### config.mk
export PLATFORM = sky130hd
export DESIGN_NAME = udw_host
export DESIGN_NICKNAME = d
export VERILOG_FILES = /design/src/hw/udw_pkg.sv /design/src/hw/udw_timer.sv /design/src/hw/udw_host.sv
export SDC_FILE = /design/constraint.sdc
export NUM_CORES = 1
export LEC_CHECK = 0
export BUFFER_PORTS_ARGS = -buffer_cell sky130_fd_sc_hd__buf_2
export CAP_MARGIN = 20
export CORE_UTILIZATION = 25
export CTS_BUF_LIST = sky130_fd_sc_hd__clkbuf_4
export CTS_CLUSTER_DIAMETER = 120
export DETAILED_ROUTE_END_ITERATION = 12
export PLACE_DENSITY = 0.45
export SLEW_MARGIN = 40
export SYNTH_ARGS = -nofsm -noshare
export SYNTH_HDL_FRONTEND = slang
export SYNTH_SLANG_ARGS = --single-unit
export TNS_END_PERCENT = 5
### constraint.sdc
create_clock -name clk_sys -period 6.05 [get_ports clk_sys]
set_clock_uncertainty 0.1 [all_clocks]
set_input_delay 0.605 -clock clk_sys [delete_from_list [all_inputs] [get_ports clk_sys]]
set_output_delay 0.605 -clock clk_sys [all_outputs]
set_load 0.005 [all_outputs]
### src/hw/udw_pkg.sv
package udw_pkg;
    // interface timing in ns, store and power-up waits in ms
    localparam int CLK_PERIOD_NS = 40;
    localparam int SEL_TO_STROBE_NS = 50;
    localparam int STROBE_HIGH_TO_DIR_NS = 100;
    localparam int DIR_TO_STROBE_NS = 1000;
    localparam int STROBE_LOW_NS = 960;
    localparam int STROBE_HIGH_NS = 960;
    localparam int STROBE_TO_DESELECT_NS = 1000;
    localparam int NOSTORE_DESELECT_NS = 100;
    localparam int STORE_DESELECT_MS = 10;
    localparam int POWERUP_SETTLE_MS = 1;
    localparam int NS_PER_MS = 1000000;

    // least times round up to whole cycles
    function automatic int udw_cyc(input int ns);
        int c;
        c = (ns + CLK_PERIOD_NS - 1) / CLK_PERIOD_NS;
        return (c < 1) ? 1 : c;
    endfunction : udw_cyc

    localparam int SEL_TO_STROBE_CYC = udw_cyc(SEL_TO_STROBE_NS);
    localparam int DIR_SETUP_CYC = udw_cyc(DIR_TO_STROBE_NS);
    localparam int DIR_HOLD_CYC = udw_cyc(STROBE_HIGH_TO_DIR_NS);
    localparam int STROBE_LOW_CYC = udw_cyc(STROBE_LOW_NS);
    localparam int STROBE_HIGH_CYC = udw_cyc(STROBE_HIGH_NS);
    localparam int STROBE_TO_DESELECT_CYC = udw_cyc(STROBE_TO_DESELECT_NS);
    localparam int NOSTORE_DESELECT_CYC = udw_cyc(NOSTORE_DESELECT_NS);
    localparam int STORE_DESELECT_CYC_DEF = (STORE_DESELECT_MS * NS_PER_MS) / CLK_PERIOD_NS;
    localparam int POWERUP_SETTLE_CYC_DEF = (POWERUP_SETTLE_MS * NS_PER_MS) / CLK_PERIOD_NS;

    localparam int POS_WIDTH = 7;
    localparam int STEP_WIDTH = 7;
    localparam int CNT_WIDTH = 20;
    localparam logic [POS_WIDTH-1:0] POS_MAX = 7'h63;

    typedef enum logic [3:0] {
        UDW_POWERUP, UDW_IDLE, UDW_SEL_SETUP, UDW_DIR_SETUP, UDW_STROBE_LOW,
        UDW_STROBE_HIGH, UDW_PRE_DESEL, UDW_DESEL, UDW_GUARD
    } udw_state_e;
endpackage : udw_pkg

### src/hw/udw_timer.sv
`timescale 1ns/1ps
// loadable down counter; done is high while the count is zero
module udw_timer #(
    parameter int WIDTH = 20
) (
    input wire logic clk_sys,
    input wire logic rst_n,
    input wire logic load,
    input wire logic [WIDTH-1:0] load_value,
    output logic done
);
    logic [WIDTH-1:0] count_reg;

    always_ff @(posedge clk_sys or negedge rst_n) begin
        if (!rst_n) begin
            count_reg <= '0;
        end else if (load) begin
            count_reg <= load_value;
        end else if (count_reg != '0) begin
            count_reg <= count_reg - 1'b1;
        end
    end

    assign done = (count_reg == '0);
endmodule : udw_timer

### src/hw/udw_host.sv
`timescale 1ns/1ps
// Summary of operation
// device acts on strobe and direction only while select is low
// each strobe falling edge moves the device position one step
// device position is a 7-bit counter choosing one of 100 taps
// one tap switch at a time joins the array to the wiper
// position saturates at both ends and never wraps
// raising select with strobe high stores position to nonvolatile memory
// after a store the device sits in standby until selected again
// raise select with strobe low to deselect without storing
// at power restoration the device recalls the stored position
// direction may change within one selection between steps; the host sets dir_up once per command and holds it while selected
// after a store keep select high at least 10 ms
// after a no-store deselect keep select high at least 100 ns
// wait 1 us after strobe goes inactive before raising select
// select and strobe are driven high from power-up
// do not use the interface until 1 ms after power settles
// device wiper is stable within 5 us of power-up
// direction high increments, low decrements
// position stays within 0 to 99
module udw_host
    import udw_pkg::*;
#(
    parameter int STORE_DESELECT_CYC = udw_pkg::STORE_DESELECT_CYC_DEF,
    parameter int POWERUP_SETTLE_CYC = udw_pkg::POWERUP_SETTLE_CYC_DEF
) (
    input wire logic clk_sys,
    input wire logic reset_n,
    input wire logic cmd_valid,
    output logic cmd_ready,
    input wire logic cmd_up,
    input wire logic [udw_pkg::STEP_WIDTH-1:0] cmd_steps,
    input wire logic cmd_store,
    input wire logic [udw_pkg::POS_WIDTH-1:0] recalled_pos,
    output logic [udw_pkg::POS_WIDTH-1:0] pos_estimate,
    output logic busy,
    output logic select_n,
    output logic strobe_n,
    output logic dir_up
);
    import udw_pkg::*;

    logic rst_meta_reg;
    logic rst_n;
    udw_state_e state_reg;
    logic [STEP_WIDTH-1:0] steps_left_reg;
    logic store_reg;
    logic [POS_WIDTH-1:0] pos_reg;
    logic recall_reg;
    logic tmr_load;
    logic [CNT_WIDTH-1:0] tmr_value;
    logic tmr_done;
    logic [CNT_WIDTH-1:0] gap_cnt_reg;
    logic had_steps_reg;
    logic [POS_WIDTH-1:0] recall_meta_reg;
    logic [POS_WIDTH-1:0] recall_sync_reg;

    // recalled position comes from the device pins; two stages before use, running through reset
    always_ff @(posedge clk_sys) begin
        recall_meta_reg <= recalled_pos;
        recall_sync_reg <= recall_meta_reg;
    end

    always_ff @(posedge clk_sys or negedge reset_n) begin
        if (!reset_n) begin
            rst_meta_reg <= 1'b0;
            rst_n <= 1'b0;
        end else begin
            rst_meta_reg <= 1'b1;
            rst_n <= rst_meta_reg;
        end
    end

    function automatic logic [CNT_WIDTH-1:0] udw_len(input int cyc);
        return CNT_WIDTH'(cyc);
    endfunction : udw_len

    udw_timer #(.WIDTH(CNT_WIDTH)) u_timer (
        .clk_sys(clk_sys),
        .rst_n(rst_n),
        .load(tmr_load),
        .load_value(tmr_value),
        .done(tmr_done)
    );

    // timer load follows each state entry except the entry to UDW_IDLE
    always_comb begin
        tmr_load = 1'b0;
        tmr_value = '0;
        case (state_reg)
            UDW_IDLE: begin
                if (cmd_valid) begin
                    tmr_load = 1'b1;
                    tmr_value = udw_len(SEL_TO_STROBE_CYC);
                end
            end
            UDW_SEL_SETUP: begin
                if (tmr_done) begin
                    tmr_load = 1'b1;
                    tmr_value = udw_len(DIR_SETUP_CYC);
                end
            end
            UDW_DIR_SETUP: begin
                if (tmr_done) begin
                    tmr_load = 1'b1;
                    tmr_value = udw_len(STROBE_LOW_CYC);
                end
            end
            UDW_STROBE_LOW: begin
                if (tmr_done) begin
                    tmr_load = 1'b1;
                    tmr_value = udw_len(STROBE_HIGH_CYC);
                end
            end
            UDW_STROBE_HIGH: begin
                if (tmr_done) begin
                    tmr_load = 1'b1;
                    tmr_value = (steps_left_reg != '0) ? udw_len(STROBE_LOW_CYC) : udw_len(STROBE_TO_DESELECT_CYC);
                end
            end
            UDW_PRE_DESEL: begin
                if (tmr_done) begin
                    tmr_load = 1'b1;
                    tmr_value = store_reg ? udw_len(STORE_DESELECT_CYC) : udw_len(NOSTORE_DESELECT_CYC); // see
                end
            end
            default: begin
                tmr_load = 1'b0;
                tmr_value = '0;
            end
        endcase
    end

    always_ff @(posedge clk_sys or negedge rst_n) begin
        if (!rst_n) begin
            state_reg <= UDW_POWERUP;
        end else begin
            case (state_reg)
                UDW_POWERUP: if (gap_cnt_reg >= udw_len(POWERUP_SETTLE_CYC)) state_reg <= UDW_IDLE;
                UDW_IDLE: if (cmd_valid) state_reg <= UDW_SEL_SETUP;
                UDW_SEL_SETUP: if (tmr_done) state_reg <= UDW_DIR_SETUP;
                UDW_DIR_SETUP: if (tmr_done) state_reg <= UDW_STROBE_LOW;
                UDW_STROBE_LOW: if (tmr_done) state_reg <= UDW_STROBE_HIGH;
                UDW_STROBE_HIGH: begin
                    if (tmr_done) state_reg <= (steps_left_reg != '0) ? UDW_STROBE_LOW : UDW_PRE_DESEL;
                end
                UDW_PRE_DESEL: if (tmr_done) state_reg <= UDW_DESEL;
                UDW_DESEL: if (tmr_done) state_reg <= UDW_IDLE;
                default: state_reg <= UDW_IDLE;
            endcase
        end
    end

    // power-up settle counter
    always_ff @(posedge clk_sys or negedge rst_n) begin
        if (!rst_n) begin
            gap_cnt_reg <= '0;
        end else if (state_reg == UDW_POWERUP) begin
            gap_cnt_reg <= gap_cnt_reg + 1'b1;
        end
    end

    always_ff @(posedge clk_sys or negedge rst_n) begin
        if (!rst_n) begin
            steps_left_reg <= '0;
            store_reg <= 1'b0;
            had_steps_reg <= 1'b0;
            dir_up <= 1'b1;
        end else if (state_reg == UDW_IDLE && cmd_valid) begin
            // zero steps with no store leaves select and strobe idle; dir_up still takes cmd_up
            steps_left_reg <= cmd_steps;
            store_reg <= cmd_store;
            had_steps_reg <= (cmd_steps != '0);
            dir_up <= cmd_up; // see
        end else if (state_reg == UDW_STROBE_LOW && tmr_done && steps_left_reg != '0) begin
            steps_left_reg <= steps_left_reg - 1'b1;
        end
    end

    // pins: select and strobe high from reset
    always_ff @(posedge clk_sys or negedge rst_n) begin
        if (!rst_n) begin
            select_n <= 1'b1;
            strobe_n <= 1'b1;
        end else begin
            select_n <= !((state_reg inside {UDW_SEL_SETUP, UDW_DIR_SETUP, UDW_STROBE_LOW,
                                              UDW_STROBE_HIGH, UDW_PRE_DESEL}) && (store_reg || had_steps_reg));
            // no store: the last strobe stays low through deselect, so no extra falling edge is made
            strobe_n <= !((state_reg == UDW_STROBE_LOW && steps_left_reg != '0)
                          || (!store_reg && had_steps_reg && steps_left_reg == '0
                              && state_reg inside {UDW_STROBE_HIGH, UDW_PRE_DESEL, UDW_DESEL})); // see see
        end
    end

    // tracks device position with saturation at 0 and 99
    always_ff @(posedge clk_sys or negedge rst_n) begin
        if (!rst_n) begin
            recall_reg <= 1'b1;
            pos_reg <= '0;
        end else if (recall_reg) begin
            recall_reg <= 1'b0;
            pos_reg <= (recall_sync_reg > POS_MAX) ? POS_MAX : recall_sync_reg;
        end else if (state_reg == UDW_STROBE_LOW && tmr_done && steps_left_reg != '0) begin
            if (dir_up && pos_reg != POS_MAX) pos_reg <= pos_reg + 1'b1; // see
            else if (!dir_up && pos_reg != '0) pos_reg <= pos_reg - 1'b1; // see
        end
    end

    assign pos_estimate = pos_reg;
    assign cmd_ready = (state_reg == UDW_IDLE);
    assign busy = (state_reg != UDW_IDLE);

    a_deselect_gap: assert property (@(posedge clk_sys) disable iff (!rst_n)
        $rose(select_n) |-> select_n [*3])
        else $error("select reasserted too soon");
    a_pos_range: assert property (@(posedge clk_sys) disable iff (!rst_n)
        pos_reg <= POS_MAX)
        else $error("position out of range");
    a_strobe_sel: assert property (@(posedge clk_sys) disable iff (!rst_n)
        $fell(strobe_n) |-> !select_n)
        else $error("strobe fell while deselected");
    a_dir_stable: assert property (@(posedge clk_sys) disable iff (!rst_n)
        !select_n && $changed(dir_up) |-> 0)
        else $error("direction moved mid selection");
    a_store_edge: assert property (@(posedge clk_sys) disable iff (!rst_n)
        $rose(select_n) && store_reg |-> strobe_n)
        else $error("store deselect without strobe high");
    a_nostore_edge: assert property (@(posedge clk_sys) disable iff (!rst_n)
        $rose(select_n) && !store_reg |-> !strobe_n)
        else $error("no-store deselect with strobe high");
    a_strobe_settle: assert property (@(posedge clk_sys) disable iff (!rst_n)
        $rose(strobe_n) && !select_n |-> (!select_n) [*8])
        else $error("deselect too soon after strobe");
    a_sat_high: assert property (@(posedge clk_sys) disable iff (!rst_n)
        $past(pos_reg) == POS_MAX && !recall_reg && $past(dir_up) |-> pos_reg == POS_MAX)
        else $error("position wrapped at top");
endmodule : udw_host

==> impl_metrics.toml <==
[status]
outcome = "finished clean"

[worst_setup_path]
critPathLaunchType = "register"
end_kind = "register"
path_delay_family = "compound AO/OA/AOI/OAI gates"
criticalPathCategory = "reg -> reg"
cp_max_fo = 15
r2r-start = "u_timer.count_reg[2]"
cp.required_ps = 6330
path_cells = "nor3_1, nand4_1, a2111oi_1, a21boi_0, o22a_1"
worst-path-buf-inv = 0
crit_slowest_cell = "a2111oi_1"
r2r-end = "pos_estimate[5]"
r2r_cells = 5
r2r_setup_slack_ps = 3180
cp.arrival_ps = 3150
max_stage_delay_ps = 820

[clocking]
htreeDepth = 3
cts_max_path_buffers = 2
ctsRootBufferMaster = "clkbuf_4"
cts_tree = "yes"
clk_pin_slew_worst_paths_ps = 120
numCtsBuffers = 9
clock_latency_ps = 440
cts.repair.resized = 0
cts.sinks = 79

[timing]
slew_headroom = 0.5263
worstMarginPinSlew_ps = 705.1
layout_min_cycle_time_ps = 2871
fin_crit_sh = 0.4746
drv_slew = 0
timing.final.ws_setup_ps = 3179
rsz0062_at_grt = "no"
fmax_ghz = 0.3483
setup_viol = 0
hold_violations = 0
setup_tns_ps = 0

[route]
firstDrtPassIters = 4
viasPerCell = 4.717
first_iter_violations = 147
routed_wl_um = 9254
wire_per_inst_um = 13.65
vias = 3198
ant_nets = 0
drc = 0

[logic_synthesis]
yosys-top-cells-count = "dfrtp_1, nor2_1, nand2_1"
synth_edf_count = 0
async_flop_share = 0.8228
synth_cell_types = 62
synth_top_area_share = 0.3729
synth_seq_cells = 79
synth.most_common_cell = "dfrtp_1"
yosysSeqAreaShare = 0.4670
yosysWarnings = 0
ys_dominant_reg_cell = "dfrtp_1"
postSynthCellCount = 428
syn_avg_cell_area_um2 = 9.565
yosysTopAreaCell = "dfrtp_1"
synthTopCellsByArea = "dfrtp_1, dfxtp_1, xnor2_1"
synth.cell_area_mm2 = 0.004094
syn_nets = 459

[global_route]
grt_util_all_layers = 0.1195
grt_max_degree = 64
grt_remaining_overflow = 0
first_global_vias = 3183
antenna_found_initial = 0
grt_pass1_wl_um = 15680

[job]
cap_violations = 0

[floorplan]
fp.coreArea_mm2 = 0.01594
row_count = 46
fp.dieH_um = 130.0
start_util = 0.2568
die_area_mm2 = 0.01689
io_pins = 31
die_x_um = 130.0

[power]
ir_drop_mv = 0.1461
pwr-share-seq = 0.618
p_comb_frac = 0.072
swShare = 0.2612
clock_power_share = 0.310
p_leak_nw = 1.894
p_switching_mw = 0.2317
cell_internal_pwr_mw = 0.6554
power_density_mw_per_mm2 = 193.1

[min_path]
holdCritPathClass = "in -> reg"
hp-start = "recalled_pos[1]"
holdPathStages = 1
hold-path-endpoint = "recall_meta_reg[1]"

[place]
io_buffers = 30
place_ws_ps = 3106
placed_area_mm2 = 0.004469
hpwlAfterDp_um = 6532
gp_congestion = 0.7560

[final_layout]
drive_gt1_frac = 0.1364
fin_nets = 488
syn_to_final_growth_pct = 12.23
design_area_mm2 = 0.004594
diodes = 0
[placed cells by master (no fill, tap or decap), types with 5 or more instances in the layout]
cell,netlist,final
dfrtp_1,61,60
nor2_1,47,47
nand2_1,33,33
buf_2,1,30
o21ai_0,22,22
xnor2_1,21,21
xor2_1,20,20
a21oi_1,20,20
inv_1,17,17
nor3_1,17,17
dfxtp_1,14,14
nand3_1,11,11
ha_1,11,11
clkbuf_4,0,11
or3_1,9,9
nor4_1,9,9
or4_1,7,7
nand4_1,6,6
a31oi_1,5,5
mux2i_1,5,5
o31ai_1,5,5
[worst register-to-register path, delay by kind of cell (launching register included)]
| family | cells | cell delay [ps] |
|---|---|---|
| AO/OA/AOI/OAI | 3 | 1240 |
| flip-flops | 1 | 450 |
| AND/OR/NAND/NOR | 2 | 1020 |
[layer usage]
metal  track usage  part of all wire  wire length [um]
met1        0.1552              0.50              4616
met4       0.05335             0.011               106
met2        0.1894              0.46              4266
met5             0                 0                 0
met3       0.02747             0.029               265
[cell families after synthesis]
group           synth area share
mux                      0.01498
other cells             0.001834
simple gates              0.2161
compound gates            0.1424
fa+ha+maj                0.03851
xor+xnor                 0.08772
buf+inv                  0.03148
flops                     0.4670
[what timing repair did]
action,in CTS,in global routing
setup buffers,0,0
endpoints found under the hold margin,2,0
hold buffers,1,0
[per-stage QoR]
step / std cells / hold slack [ps] / power, mW / util
after CTS: 678 / 122.5 / 0.9032 / 0.2878
after detailed placement: 661 / 212.1 / 0.6226 / 0.2803
after global routing: 678 / 113.2 / 0.9358 / 0.2882
after global placement: 661 / 211.1 / 0.6221 / 0.2801
final: 678 / 167.9 / 0.8871 / 0.2882
after floorplan: 428 / 209.4 / 0.5965 / -
[layout make-up]
cell class                      instances  area [um2]
Fill cell                            1702       11350
Sequential cell                        79        1913
Clock buffer                           11       82.58
Inverter                               17       63.81
Multi-Input combinational cell        317        2059
Clock inverter                          5       26.28
Tap cell                              216       270.3
Timing Repair Buffer                   33       178.9
[power groups by stage]
stage / Combinational, mW / Clock [mW] / Sequential [mW]
after floorplan: 0.0357 / 0 / 0.561
after global placement: 0.0631 / 0 / 0.559
after detailed placement: 0.0634 / 0 / 0.559
after CTS: 0.0646 / 0.290 / 0.549
after global routing: 0.0730 / 0.312 / 0.551
final: 0.0636 / 0.275 / 0.549
[worst max path at each step]
stage / to / startpoint / slack [ps] / cells past startpoint
finish: pos_estimate[5] / u_timer.count_reg[2] / 3180 / 5
global route: pos_estimate[5] / u_timer.count_reg[2] / 2770 / 5
CTS: pos_estimate[5] / u_timer.count_reg[2] / 3070 / 5
detailed placement: pos_estimate[5] / u_timer.count_reg[2] / 3110 / 5
global placement: pos_estimate[5] / u_timer.count_reg[2] / 3240 / 5
floorplan: steps_left_reg[4] / u_timer.count_reg[16] / 3460 / 7
(Power assumes the default switching activity.)
